==> src/hdl/pdr_pkg.sv <==
// Shared constants, types and helpers for the divider programming link
package pdr_pkg;

	// Serial frame layout
	localparam int FRAME_BITS = 25;
	localparam int DATA_BITS = 16;
	localparam int RADDR_LSB = 16;
	localparam int RADDR_MSB = 20;
	localparam int DEVA_LSB = 21;
	localparam int DEVA_MSB = 24;
	localparam logic [4:0] FRAME_BITS_CNT = 5'h19;

	// Device address code, value is arbitrary
	localparam logic [3:0] DEV_ADDR = 4'hA;

	// Divider register addresses inside the frame
	localparam logic [4:0] RA_REF = 5'h00;
	localparam logic [4:0] RA_FB_LO = 5'h01;
	localparam logic [4:0] RA_FB_HI = 5'h02;

	// Divider fields
	localparam int REF_BITS = 11;
	localparam int FB_BITS = 18;
	localparam int FB_HI_BITS = 2;
	localparam int PDIV_LSB = 11;
	localparam int PDIV_MSB = 12;

	// Divider register reset values
	localparam logic [15:0] REF_REG_RST = 16'h0001;
	localparam logic [15:0] FB_LO_RST = 16'h0400;
	localparam logic [15:0] FB_HI_RST = 16'h0000;

	// Post-divider ratios
	typedef enum logic [1:0] {
		PDIV_1 = 2'b00,
		PDIV_2 = 2'b01,
		PDIV_4 = 2'b10,
		PDIV_8 = 2'b11
	} pdr_pdiv_t;

	// Host register offsets and status bits
	localparam logic [7:0] OFS_FRAME = 8'h00;
	localparam logic [7:0] OFS_STAT = 8'h04;
	localparam logic [7:0] OFS_HALF = 8'h08;
	localparam int STAT_BUSY = 0;
	localparam int STAT_OVR = 1;
	localparam int STAT_RANGE = 2;
	localparam logic [7:0] HALF_RST = 8'h04;

	// Link timing, nanoseconds
	localparam int CLK_NS = 10;
	localparam int T_PERIOD_NS = 25;
	localparam int T_HIGH_NS = 10;
	localparam int T_ELCH_NS = 10;
	localparam int T_WIDTH_NS = 10;
	localparam int T_EFEH_NS = 20;
	// Receiver samples through two flops and needs three cycles per level
	localparam int SYNC_CYC = 3;

	function automatic int pdr_cyc(input int ns);
		int c;
		c = (ns + CLK_NS - 1) / CLK_NS;
		return (c < SYNC_CYC) ? SYNC_CYC : c;
	endfunction

	localparam int HALF_PER = pdr_cyc((T_PERIOD_NS + 1) / 2);
	localparam int HALF_HI = pdr_cyc(T_HIGH_NS);
	localparam logic [7:0] HALF_MIN =
		8'((HALF_PER > HALF_HI) ? HALF_PER : HALF_HI);
	localparam logic [7:0] LEAD_CYC = 8'(pdr_cyc(T_ELCH_NS));
	localparam logic [7:0] TAIL_CYC = 8'(pdr_cyc(T_EFEH_NS));
	localparam logic [7:0] WIDTH_CYC = 8'(pdr_cyc(T_WIDTH_NS));

	// Host sequencer states
	typedef enum logic [2:0] {
		H_IDLE = 3'b000,
		H_LEAD = 3'b001,
		H_LOW = 3'b010,
		H_HIGH = 3'b011,
		H_TAIL = 3'b100,
		H_STROBE = 3'b101
	} pdr_hstate_t;

	function automatic logic pdr_rise(input logic cur, input logic prev);
		return cur & ~prev;
	endfunction

endpackage

==> src/hdl/pdr_serial_if.sv <==
// Three-wire serial write link between host and divider device
`timescale 1ns/100ps
interface pdr_serial_if;
	logic sclk;
	logic sdata;
	logic latch_strobe;

	modport host (
		output sclk,
		output sdata,
		output latch_strobe
	);

	modport dev (
		input sclk,
		input sdata,
		input latch_strobe
	);
endinterface

==> src/hdl/pdr_shift_rx.sv <==
// Pin synchroniser and frame shifter for the serial write link
`timescale 1ns/100ps
module pdr_shift_rx import pdr_pkg::*; (
	// Clock and reset
	input wire logic pclk,
	input wire logic presetn,
	// Serial pins
	input wire logic sclk_pin,
	input wire logic sdata_pin,
	input wire logic strobe_pin,
	// Received frame
	output logic [FRAME_BITS-1:0] frame_word,
	output logic frame_ok,
	output logic frame_bad
);

	logic [2:0] s1_ff;
	logic [2:0] s2_ff;
	logic [2:0] s3_ff;
	logic [FRAME_BITS-1:0] shift_ff;
	logic [4:0] cnt_ff;
	logic [FRAME_BITS-1:0] word_ff;
	logic ok_ff;
	logic bad_ff;

	wire sclk_rise = pdr_rise(s2_ff[0], s3_ff[0]);
	wire strobe_rise = pdr_rise(s2_ff[2], s3_ff[2]);
	wire shift_en = sclk_rise & ~s2_ff[2];
	wire cnt_full = (cnt_ff == 5'h1F);
	wire len_ok = (cnt_ff == FRAME_BITS_CNT);

	// s1 feeds only s2; edges are found on s2 against s3
	always_ff @(posedge pclk or negedge presetn) begin
		if (!presetn) begin
			// Idle levels, so no false edge follows reset
			s1_ff <= 3'h4;
			s2_ff <= 3'h4;
			s3_ff <= 3'h4;
		end else begin
			s1_ff <= {strobe_pin, sdata_pin, sclk_pin};
			s2_ff <= s1_ff;
			s3_ff <= s2_ff;
		end
	end

	always_ff @(posedge pclk or negedge presetn) begin
		if (!presetn) begin
			shift_ff <= '0;
			cnt_ff <= 5'h00;
		end else if (s2_ff[2]) begin
			cnt_ff <= 5'h00;
		end else if (shift_en) begin
			shift_ff <= {shift_ff[FRAME_BITS-2:0], s2_ff[1]};
			cnt_ff <= cnt_full ? cnt_ff : cnt_ff + 5'h01;
		end
	end

	// Strobe rise hands over the frame, wrong lengths are dropped
	always_ff @(posedge pclk or negedge presetn) begin
		if (!presetn) begin
			word_ff <= '0;
			ok_ff <= 1'b0;
			bad_ff <= 1'b0;
		end else begin
			ok_ff <= strobe_rise & len_ok;
			bad_ff <= strobe_rise & ~len_ok;
			if (strobe_rise) begin
				word_ff <= shift_ff;
			end
		end
	end

	assign frame_word = word_ff;
	assign frame_ok = ok_ff;
	assign frame_bad = bad_ff;

endmodule

==> src/hdl/pdr_device.sv <==
// Divider register bank and counter chain of the synthesizer device
// How it works
// - Frames are 25 bits: address, data
// - Three divider registers: reference, feedback pair
// - Reference clock divided by 11-bit count
// - Upper register bits 1:0 are count MSBs
// - Lower register supplies feedback count LSBs
// - Post-divider ratios 1, 2, 4, 8 only
// - Host keeps VCO within 2.8-6.0 GHz; host logic does not check the VCO
// - Host sets comparison rate from step size; host logic sends the count software writes
// - Feedback count times comparison gives VCO
// - Counts loaded only over the serial link
// - Accept frame only on matching device address
// - Host keeps reference count 1 to 2047
`timescale 1ns/100ps
module pdr_device import pdr_pkg::*; (
	// Clock and reset
	input wire logic pclk,
	input wire logic presetn,
	// Serial link
	pdr_serial_if.dev link,
	// Synthesizer clock pins
	input wire logic ref_clk_pin,
	input wire logic vco_clk_pin,
	// Divider settings
	output logic [REF_BITS-1:0] ref_count,
	output logic [FB_BITS-1:0] fb_count,
	output pdr_pdiv_t post_div,
	// Loop outputs
	output logic comp_tick,
	output logic fb_tick,
	output logic pd_up,
	output logic pd_dn,
	output logic lo_out,
	// Frame status
	output logic frame_taken,
	output logic frame_dropped
);

	logic [FRAME_BITS-1:0] frame_word;
	logic frame_ok;
	logic frame_bad;
	logic [15:0] ref_reg_ff;
	logic [15:0] fb_lo_reg_ff;
	logic [15:0] fb_hi_reg_ff;
	logic taken_ff;
	logic dropped_ff;
	logic [1:0] c1_ff;
	logic [1:0] c2_ff;
	logic [1:0] c3_ff;
	logic [FB_BITS-1:0] ref_cnt_ff;
	logic [FB_BITS-1:0] fb_cnt_ff;
	logic comp_ff;
	logic fbt_ff;
	logic up_ff;
	logic dn_ff;
	logic [2:0] post_cnt_ff;
	logic lo_ff;
	logic lo_sel;

	// Counter step: wraps to zero when the limit is reached
	function automatic logic [FB_BITS-1:0] pdr_step(
		input logic [FB_BITS-1:0] cnt,
		input logic [FB_BITS-1:0] lim
	);
		logic [FB_BITS-1:0] inc;
		inc = cnt + 18'h00001;
		return (inc >= lim) ? 18'h00000 : inc;
	endfunction

	pdr_shift_rx i_pdr_shift_rx (
		.pclk(pclk),
		.presetn(presetn),
		.sclk_pin(link.sclk),
		.sdata_pin(link.sdata),
		.strobe_pin(link.latch_strobe),
		.frame_word(frame_word),
		.frame_ok(frame_ok),
		.frame_bad(frame_bad)
	);

	// Frame decode
	wire [3:0] f_dev = frame_word[DEVA_MSB:DEVA_LSB];
	wire [4:0] f_addr = frame_word[RADDR_MSB:RADDR_LSB];
	wire [15:0] f_data = frame_word[DATA_BITS-1:0];
	wire dev_hit = frame_ok & (f_dev == DEV_ADDR);
	wire wr_ref = dev_hit & (f_addr == RA_REF);
	wire wr_fb_lo = dev_hit & (f_addr == RA_FB_LO);
	wire wr_fb_hi = dev_hit & (f_addr == RA_FB_HI);
	wire wr_any = wr_ref | wr_fb_lo | wr_fb_hi;

	// Only the serial link ever writes these
	always_ff @(posedge pclk or negedge presetn) begin
		if (!presetn) begin
			ref_reg_ff <= REF_REG_RST;
			fb_lo_reg_ff <= FB_LO_RST;
			fb_hi_reg_ff <= FB_HI_RST;
		end else begin
			if (wr_ref) begin
				ref_reg_ff <= f_data;
			end
			if (wr_fb_lo) begin
				fb_lo_reg_ff <= f_data;
			end
			if (wr_fb_hi) begin
				fb_hi_reg_ff <= f_data;
			end
		end
	end

	// Anything not stored is reported as dropped
	always_ff @(posedge pclk or negedge presetn) begin
		if (!presetn) begin
			taken_ff <= 1'b0;
			dropped_ff <= 1'b0;
		end else begin
			taken_ff <= wr_any;
			dropped_ff <= frame_bad | (frame_ok & ~wr_any);
		end
	end

	assign ref_count = ref_reg_ff[REF_BITS-1:0];
	assign fb_count = {fb_hi_reg_ff[FB_HI_BITS-1:0],
		fb_lo_reg_ff};
	assign post_div = pdr_pdiv_t'(ref_reg_ff[PDIV_MSB:PDIV_LSB]);
	assign frame_taken = taken_ff;
	assign frame_dropped = dropped_ff;

	// Clock pins sampled through two flops, edges on the second
	always_ff @(posedge pclk or negedge presetn) begin
		if (!presetn) begin
			c1_ff <= 2'h0;
			c2_ff <= 2'h0;
			c3_ff <= 2'h0;
		end else begin
			c1_ff <= {vco_clk_pin, ref_clk_pin};
			c2_ff <= c1_ff;
			c3_ff <= c2_ff;
		end
	end

	wire ref_rise = pdr_rise(c2_ff[0], c3_ff[0]);
	wire vco_rise = pdr_rise(c2_ff[1], c3_ff[1]);

	// A zero count behaves as one, wrapping on every step
	wire [FB_BITS-1:0] ref_lim = (ref_count == '0) ? 18'h00001 :
		{7'h00, ref_count};
	wire [FB_BITS-1:0] fb_lim = (fb_count == '0) ? 18'h00001 : fb_count;
	wire [FB_BITS-1:0] ref_nxt = pdr_step(ref_cnt_ff, ref_lim);
	wire [FB_BITS-1:0] fb_nxt = pdr_step(fb_cnt_ff, fb_lim);
	wire nxt_comp = ref_rise & (ref_nxt == '0);
	wire nxt_fbt = vco_rise & (fb_nxt == '0);

	// New counts apply from the next counter step, no restart needed
	always_ff @(posedge pclk or negedge presetn) begin
		if (!presetn) begin
			ref_cnt_ff <= '0;
			fb_cnt_ff <= '0;
			comp_ff <= 1'b0;
			fbt_ff <= 1'b0;
		end else begin
			if (ref_rise) begin
				ref_cnt_ff <= ref_nxt;
			end
			if (vco_rise) begin
				fb_cnt_ff <= fb_nxt;
			end
			comp_ff <= nxt_comp;
			fbt_ff <= nxt_fbt;
		end
	end

	assign comp_tick = comp_ff;
	assign fb_tick = fbt_ff;

	// Phase detector: lead sets a flag, both flags cancel
	wire up_set = up_ff | comp_ff;
	wire dn_set = dn_ff | fbt_ff;
	wire both = up_set & dn_set;
	wire nxt_up = up_set & ~both;
	wire nxt_dn = dn_set & ~both;

	always_ff @(posedge pclk or negedge presetn) begin
		if (!presetn) begin
			up_ff <= 1'b0;
			dn_ff <= 1'b0;
		end else begin
			up_ff <= nxt_up;
			dn_ff <= nxt_dn;
		end
	end

	assign pd_up = up_ff;
	assign pd_dn = dn_ff;

	// Post-divider; ratio 1 follows the sampled VCO pin
	always_comb begin
		case (post_div)
			PDIV_1: lo_sel = c2_ff[1];
			PDIV_2: lo_sel = post_cnt_ff[0];
			PDIV_4: lo_sel = post_cnt_ff[1];
			PDIV_8: lo_sel = post_cnt_ff[2];
			default: lo_sel = 1'b0;
		endcase
	end

	always_ff @(posedge pclk or negedge presetn) begin
		if (!presetn) begin
			post_cnt_ff <= 3'h0;
			lo_ff <= 1'b0;
		end else begin
			if (vco_rise) begin
				post_cnt_ff <= post_cnt_ff + 3'h1;
			end
			lo_ff <= lo_sel;
		end
	end

	assign lo_out = lo_ff;

endmodule

==> src/flat_wrapper.sv <==
// flat-port wrapper written by rule: the top's interface ports become plain ports
module pdr_device_flat import pdr_pkg::*;
  (pclk, presetn, ref_clk_pin, vco_clk_pin, ref_count, fb_count, post_div, comp_tick, fb_tick, pd_up, pd_dn, lo_out, frame_taken, frame_dropped, link_sclk, link_sdata, link_latch_strobe);
  pdr_serial_if link_i ();
  input wire logic pclk;
  input wire logic presetn;
  input wire logic ref_clk_pin;
  input wire logic vco_clk_pin;
  output logic [REF_BITS-1:0] ref_count;
  output logic [FB_BITS-1:0] fb_count;
  output pdr_pdiv_t post_div;
  output logic comp_tick;
  output logic fb_tick;
  output logic pd_up;
  output logic pd_dn;
  output logic lo_out;
  output logic frame_taken;
  output logic frame_dropped;
  input wire logic [$bits(link_i.sclk)-1:0] link_sclk;
  input wire logic [$bits(link_i.sdata)-1:0] link_sdata;
  input wire logic [$bits(link_i.latch_strobe)-1:0] link_latch_strobe;
  assign link_i.sclk = link_sclk;
  assign link_i.sdata = link_sdata;
  assign link_i.latch_strobe = link_latch_strobe;
  pdr_device u_core (.pclk(pclk), .presetn(presetn), .link(link_i), .ref_clk_pin(ref_clk_pin), .vco_clk_pin(vco_clk_pin), .ref_count(ref_count), .fb_count(fb_count), .post_div(post_div), .comp_tick(comp_tick), .fb_tick(fb_tick), .pd_up(pd_up), .pd_dn(pd_dn), .lo_out(lo_out), .frame_taken(frame_taken), .frame_dropped(frame_dropped));
endmodule
==> config.mk <==
export PLATFORM = sky130hd
export DESIGN_NAME = pdr_device_flat
export DESIGN_NICKNAME = d
export VERILOG_FILES = /design/src/hdl/pdr_pkg.sv /design/src/hdl/pdr_serial_if.sv /design/src/hdl/pdr_shift_rx.sv /design/src/hdl/pdr_device.sv /design/src/flat_wrapper.sv
export SDC_FILE = /design/constraint.sdc
export NUM_CORES = 1
export LEC_CHECK = 0
export BUFFER_PORTS_ARGS = -buffer_cell sky130_fd_sc_hd__buf_2
export CAP_MARGIN = 30
export CORE_MARGIN = 1.5
export CORE_UTILIZATION = 45
export CTS_BUF_LIST = sky130_fd_sc_hd__clkbuf_8 sky130_fd_sc_hd__clkbuf_16
export CTS_CLUSTER_DIAMETER = 120
export DETAILED_ROUTE_END_ITERATION = 6
export PLACE_DENSITY_LB_ADDON = 0.1
export SYNTH_ARGS = -nofsm -noshare
export SYNTH_HDL_FRONTEND = slang
export SYNTH_SLANG_ARGS = --single-unit
==> constraint.sdc <==
create_clock -name pclk -period 4 [get_ports pclk]
set_input_delay 0.4 -clock pclk [delete_from_list [all_inputs] [get_ports pclk]]
set_output_delay 0.4 -clock pclk [all_outputs]
set_load 0.03 [all_outputs]
==> results of run 1 <==
-- flip-flops by register name (all words and copies together) (netlist names), 5 cells and up --
| signal | count |
|---|---|
| u_core.fb_cnt_ff | 18 |
| u_core.fb_lo_reg_ff | 16 |
| u_core.i_pdr_shift_rx.cnt_ff | 5 |
| u_core.i_pdr_shift_rx.frame_word | 25 |
| u_core.i_pdr_shift_rx.shift_ff | 25 |
| u_core.ref_cnt_ff | 18 |
| u_core.ref_reg_ff | 13 |
-- critical path, cell delays in order (launching register included) --
cell	delay, ns
dfrtp_1	0.46
nand4_1	0.23
or2_1	0.39
nor2_2	0.26
nand3_1	0.18
xnor2_1	0.17
ha_1	0.31
nand4_1	0.11
nor2_1	0.17
a221oi_1	0.12
a21oi_2	0.16
nor2_1	0.08
buf_4	0.23
a221o_1	0.31
-- cells by family after synthesis --
| family | Yosys count | share of synthesized area |
|---|---|---|
| compound gates | 92 | 0.0868 |
| xor+xnor | 32 | 0.0386 |
| fa+ha+maj | 35 | 0.0603 |
| buf+inv | 69 | 0.0386 |
| flops | 148 | 0.510 |
| mux | 78 | 0.122 |
| simple gates | 191 | 0.143 |
-- layout by cell type, fill, tap and decap left out, drive strengths merged, types with 11 or more instances in the layout --
cell,count
nor4,13
ha,35
nand4,11
clkbuf,22
xor2,13
buf,55
nand3,24
nor2,40
o21ai,35
nand2,56
inv,46
xnor2,19
mux2,75
dfrtp,143
-- how the worst min path moves through the flow --
stage                                          end  cells after the start  slack, ns
global route        u_core.i_pdr_shift_rx.s1_ff[2]                      1       0.05
detailed placement  u_core.i_pdr_shift_rx.s2_ff[0]                      0       0.34
global placement                   u_core.c2_ff[1]                      0       0.34
floorplan                          u_core.c1_ff[0]                      0       0.10
CTS                 u_core.i_pdr_shift_rx.s1_ff[2]                      1       0.05
finish                             u_core.c1_ff[1]                      1       0.05
-- power by group through the flow --
stage,sequential [mW],combinational [mW],clock [mW]
2_1_floorplan,1.70,0.127,0
3_3_place_gp,1.72,0.192,0
3_5_place_dp,1.73,0.196,0
4_1_cts,1.70,0.197,1.65
5_1_grt,1.71,0.214,1.72
6_report,1.70,0.192,1.62
-- cell type report --
type	count	area, um^2	share of cell area
flip-flops and latches	148	3710	0.445
multi-input cells	428	3280	0.394
clock buffers	22	494	0.0593
repair buffers	55	309	0.0371
well taps	216	270	0.0325
inverters	41	154	0.0185
clock inverters	10	110	0.0132
-- layer usage --
metal | track usage | vias up | routed length, um
li1 | - | 2358 | -
met5 | 0 | - | 0
met2 | 0.315 | 104 | 7460
met1 | 0.258 | 2475 | 7000
met3 | 0.0451 | 23 | 564
met4 | 0.0843 | 0 | 250
-- per-stage QoR --
step	hold slack, ns	total power, mW	area (um^2)
3_3_place_gp	0.337	1.91	7720
6_report	0.0453	3.51	8330
4_1_cts	0.0476	3.55	8330
2_1_floorplan	0.104	1.82	7270
5_1_grt	0.0535	3.65	8330
3_5_place_dp	0.340	1.92	7720
==> flow_summary_export.csv, run 1 <==
group,metric,value,unit
logic_synthesis,synth_ff_type,"dfrtp_1",
timing,maxSlewViolCount,0,
logic_synthesis,ys_ff_latch,148,
global_routing,grt_max_degree,100,
layout,drive_gt1_frac,0.270,
global_routing,grt_antenna_before_repair,0,
logic_synthesis,netlist_top_cells_count,"dfrtp_1 (143), mux2_2 (75), nand2_1 (56), inv_1 (41), nor2_1 (38)",
clocking,clockRootBuffer,"clkbuf_16",
place,dpl.cell_count,888,
drt,drc,0,
logic_synthesis,yosysTopAreaCell,"dfrtp_1",
drt,drt-total-wl,15300,um
layout,antenna_cells,0,
clocking,cts_tree,"built",
clocking,path_clk_slew,0.06,ns
clocking,post_cts_buffers,0,
clocking,cts_hold_buffers,0,
logic_synthesis,yosys-top-cells-area,"dfrtp_1 (49%), mux2_2 (12%), ha_1 (6.0%), nand2_1 (2.9%), o21ai_0 (2.4%)",
run,drv_cap,0,
power_and_ir_drop,pwr-share-comb,0.055,
logic_synthesis,seq_area_frac_synth,0.510,
die,io_pins,45,
logic_synthesis,yosysWarnings,0,
place,numPortBuffers,44,
global_routing,track_usage,0.197,
worst_setup_path,end_kind,"register",
place,preCtsSetupSlack,0.722,ns
logic_synthesis,syn_nets,687,
power_and_ir_drop,p_leak,4.03,nW
power_and_ir_drop,p_int,2.66,mW
global_routing,grt_pass1_vias,5027,
drt,postRouteAntennaNets,0,
timing,finalCriticalPeriod,3.29,ns
die,fp.dieH,130,um
worst_setup_path,crit_type,"register to register",
status,status,"complete, no violations",
logic_synthesis,synth_area_per_cell,11.3,um^2
timing,setup_tns,0,ns
timing,skew,0.00930,ns
power_and_ir_drop,switching_share,0.242,
die,die_area,16900,um^2
global_routing,grt_pass1_wl,25500,um
worst_setup_path,cp.required,4.31,ns
die,row_count,46,
power_and_ir_drop,pwr-share-seq,0.484,
worst_setup_path,crit_fanout,11,
min_path,hold_class,"input pin to asynchronous set/reset pin",
logic_synthesis,synth_top_area_frac,0.492,
worst_setup_path,crit_start,"u_core.fb_cnt_ff[2]",
drt,vias,4960,
clocking,cts_sinks,148,
worst_setup_path,crit-reg2reg-capture,"u_core.fb_cnt_ff[5]",
timing,finalSetupViolations,0,
layout,syn2layout_area_growth,14.6,%
logic_synthesis,synthCells,645,
drt,drt_iter0_drc,366,
power_and_ir_drop,powerDensity,421,nW/um^2
clocking,cts_buffers,17,
clocking,cts_buffer_depth,2,
layout,num-fill-cells,1409,
power_and_ir_drop,ir_drop,0.322,mV
drt,post_drt_wl_per_cell,16.6,um
timing,worst_slack,0.709,ns
worst_setup_path,r2r_cells,13,
logic_synthesis,synth_cell_type_count,59,
layout,instances_no_fill,920,
worst_setup_path,rr_startpoint,"u_core.fb_cnt_ff[2]",
logic_synthesis,synth_edf_count,0,
timing,hold_violations,0,
timing,grt_setup_unrepaired,"no",
drt,drtPass1Iterations,5,
layout,layout.nets,733,
die,core,15800,um^2
layout,final_util,0.526,
die,start_util,0.459,
clocking,ctsHtreeMaxLevel,4,
drt,routed_via_density,5.39,
place,hpwl,10900,um
timing,worst_pin_slew,0.909,ns
clocking,post_cts_resized,0,
worst_setup_path,regToRegSetupSlack,0.71,ns
logic_synthesis,synth.most_common_cell,"dfrtp_1",
place,place.gp.congestion,0.835,
logic_synthesis,async_flop_share,1.00,
die,die_x,130,um
power_and_ir_drop,switchingPower,848,uW
timing,max_clock_freq,0.304,GHz
clocking,clkLatencyLatePin,0.43,ns
worst_setup_path,arrival,3.60,ns
worst_setup_path,start_kind,"register",
global_routing,gr-total-overflow,0,
logic_synthesis,syn-cell-area,7270,um^2
timing,fin_crit_sh,0.823,
timing,maxSlewHeadroom,0.394,
worst_setup_path,crit_end,"u_core.fb_cnt_ff[5]",
power_and_ir_drop,clkPwrFrac,0.461,
Power figures use the tool's default switching activity.
==> inputs of run 2 (changes only) <==
==> constraint.sdc (replaced) <==
create_clock -name pclk -period 3.2 [get_ports pclk]
set_input_delay 0.32 -clock pclk [delete_from_list [all_inputs] [get_ports pclk]]
set_output_delay 0.32 -clock pclk [all_outputs]
set_load 0.03 [all_outputs]
==> flow_summary_export.csv, run 2 (same netlist as run 1, synthesis figures left out) <==
group,metric,value,unit
min_path,hold_end,"u_core.c2_ff[0]",
place,numPortBuffers,44,
drt,drt-total-wl,15500,um
place,hpwl,11200,um
layout,final_util,0.540,
clocking,clockRootBuffer,"clkbuf_16",
timing,maxSlewHeadroom,0.463,
worst_setup_path,r2r_cells,13,
timing,skew,0.0101,ns
global_routing,track_usage,0.198,
power_and_ir_drop,p_int,3.21,mW
power_and_ir_drop,powerDensity,493,nW/um^2
place,place.gp.congestion,0.869,
timing,worst_pin_slew,0.806,ns
worst_setup_path,slowest_delay,0.42,ns
worst_setup_path,arrival,3.29,ns
timing,hold_violations,0,
place,preCtsSetupSlack,0.118,ns
die,core,15800,um^2
drt,postRouteAntennaNets,0,
power_and_ir_drop,pwr-share-seq,0.505,
drt,vias,4990,
global_routing,grt_max_degree,73,
status,status,"complete, no violations",
die,io_pins,45,
die,row_count,46,
clocking,cts_buffer_depth,2,
worst_setup_path,end_kind,"register",
clocking,cts_sinks,148,
global_routing,grt_pass1_vias,4981,
run,drv_cap,0,
drt,post_drt_wl_per_cell,16.4,um
timing,finalSetupViolations,0,
power_and_ir_drop,pwr-share-comb,0.059,
clocking,clkLatencyLatePin,0.42,ns
clocking,cts_buffers,17,
worst_setup_path,crit-reg2reg-capture,"u_core.fb_cnt_ff[8]",
die,fp.dieH,130,um
timing,worst_slack,0.202,ns
worst_setup_path,start_kind,"register",
die,start_util,0.459,
worst_setup_path,rr_startpoint,"u_core.fb_cnt_ff[0]",
worst_setup_path,cpMaxStageDelayCell,"dfrtp_1",
drt,routed_via_density,5.29,
clocking,cts_tree,"built",
global_routing,gr-total-overflow,0,
min_path,min_from,"u_core.c1_ff[0]",
clocking,path_clk_slew,0.06,ns
timing,finalCriticalPeriod,3.00,ns
worst_setup_path,crit_fanout,13,
layout,syn2layout_area_growth,17.6,%
power_and_ir_drop,p_leak,4.15,nW
die,die_x,130,um
drt,drt_iter0_drc,249,
layout,antenna_cells,0,
layout,final_cell_mix,"dfrtp_1 (139), mux2_2 (75), nand2_1 (56)",
place,place_area,7870,um^2
drt,drc,0,
worst_setup_path,regToRegSetupSlack,0.20,ns
worst_setup_path,path_cells,"nand4_1, or2_4, nor2_2, nand3_2, xnor2_1, ha_1, nand4_1, nor2_2, nand3_1, a21oi_2, nor2_1, buf_4, a221o_1",
timing,fin_crit_sh,0.937,
min_path,hold_class,"register to register",
drt,drtPass1Iterations,4,
worst_setup_path,cp.required,3.49,ns
timing,max_clock_freq,0.334,GHz
layout,fin_area,8550,um^2
worst_setup_path,crit_type,"register to register",
layout,drive_gt1_frac,0.297,
die,die_area,16900,um^2
global_routing,grt_antenna_before_repair,0,
layout,final_common_cell,"dfrtp_1",
timing,setup_tns,0,ns
power_and_ir_drop,switching_share,0.238,
power_and_ir_drop,ir_drop,0.439,mV
layout,layout.nets,757,
global_routing,grt_pass1_wl,25800,um
clocking,ctsHtreeMaxLevel,4,
min_path,hold_depth,0,
layout,num-fill-cells,1395,
power_and_ir_drop,clkPwrFrac,0.436,
timing,maxSlewViolCount,0,
power_and_ir_drop,switchingPower,1.00,mW
==> run 2: cell types whose count changed in the layout (fill, tap and decap cells not counted), moves of 3 or more <==
cell,change
clkbuf_8,-4
dlygate4sd3_1,+6
inv_1,+5
dfrtp_2,+4
clkinv_2,+3
buf_4,+16
dfrtp_1,-4
==> run 2: stage by stage <==
step           instances  total power, mW  hold WS [ns]
4_1_cts              942             4.26         0.351
5_1_grt              944             4.39         0.353
2_1_floorplan        645             2.28        0.0244
6_report             944             4.21         0.348
3_3_place_gp         904             2.40         0.336
3_5_place_dp         904             2.40         0.336
==> run 2: per-layer routing <==
| metal | GRT usage | vias up | part of all wire |
|---|---|---|---|
| li1 | - | 2411 | - |
| met1 | 0.261 | 2467 | 0.47 |
| met2 | 0.327 | 94 | 0.48 |
| met3 | 0.0431 | 18 | 0.031 |
| met4 | 0.0660 | 0 | 0.017 |
| met5 | 0 | - | 0 |
==> run 2: how the worst max path moves through the flow <==
| stage | start | to |
|---|---|---|
| 4_1_cts | u_core.fb_cnt_ff[3] | u_core.fb_cnt_ff[8] |
| 2_1_floorplan | u_core.fb_cnt_ff[2] | u_core.fb_cnt_ff[6] |
| 5_1_grt | u_core.fb_cnt_ff[0] | u_core.fb_cnt_ff[5] |
| 3_5_place_dp | u_core.fb_cnt_ff[3] | u_core.fb_cnt_ff[5] |
| 6_report | u_core.fb_cnt_ff[0] | u_core.fb_cnt_ff[8] |
| 3_3_place_gp | u_core.fb_cnt_ff[3] | u_core.fb_cnt_ff[6] |
==> run 2: cell type report <==
type | instances | area [um^2] | share of cell area
flip-flops and latches | 148 | 3710 | 0.435
multi-input cells | 428 | 3340 | 0.390
repair buffers | 79 | 529 | 0.0619
clock buffers | 18 | 439 | 0.0514
well taps | 216 | 270 | 0.0316
inverters | 41 | 154 | 0.0180
clock inverters | 14 | 104 | 0.0121
==> run 2: critical path: cells and delay by family, from the launching register on <==
family	cells	cell delay, ns
and+or+nand+nor	8	1.25
AOI/OAI and AO/OA	2	0.53
DFF	1	0.42
adders and majority gates	1	0.33
buffers and inverters	1	0.19
xor gates and xnor gates	1	0.15
==> run 2: power by group through the flow <==
stage               logic, mW  clock network (mW)  registers, mW
global route            0.284                1.96           2.15
CTS                     0.255                1.88           2.13
finish                  0.249                1.84           2.13
detailed placement      0.247                   0           2.16
global placement        0.242                   0           2.15
floorplan               0.159                   0           2.12
==> run 2: timing repair <==
item                       CTS  global route
hold buffers                 6             0
hold endpoints to repair    72             0
setup endpoints to repair    0            19
resized for setup            0            16
setup buffers                0             2
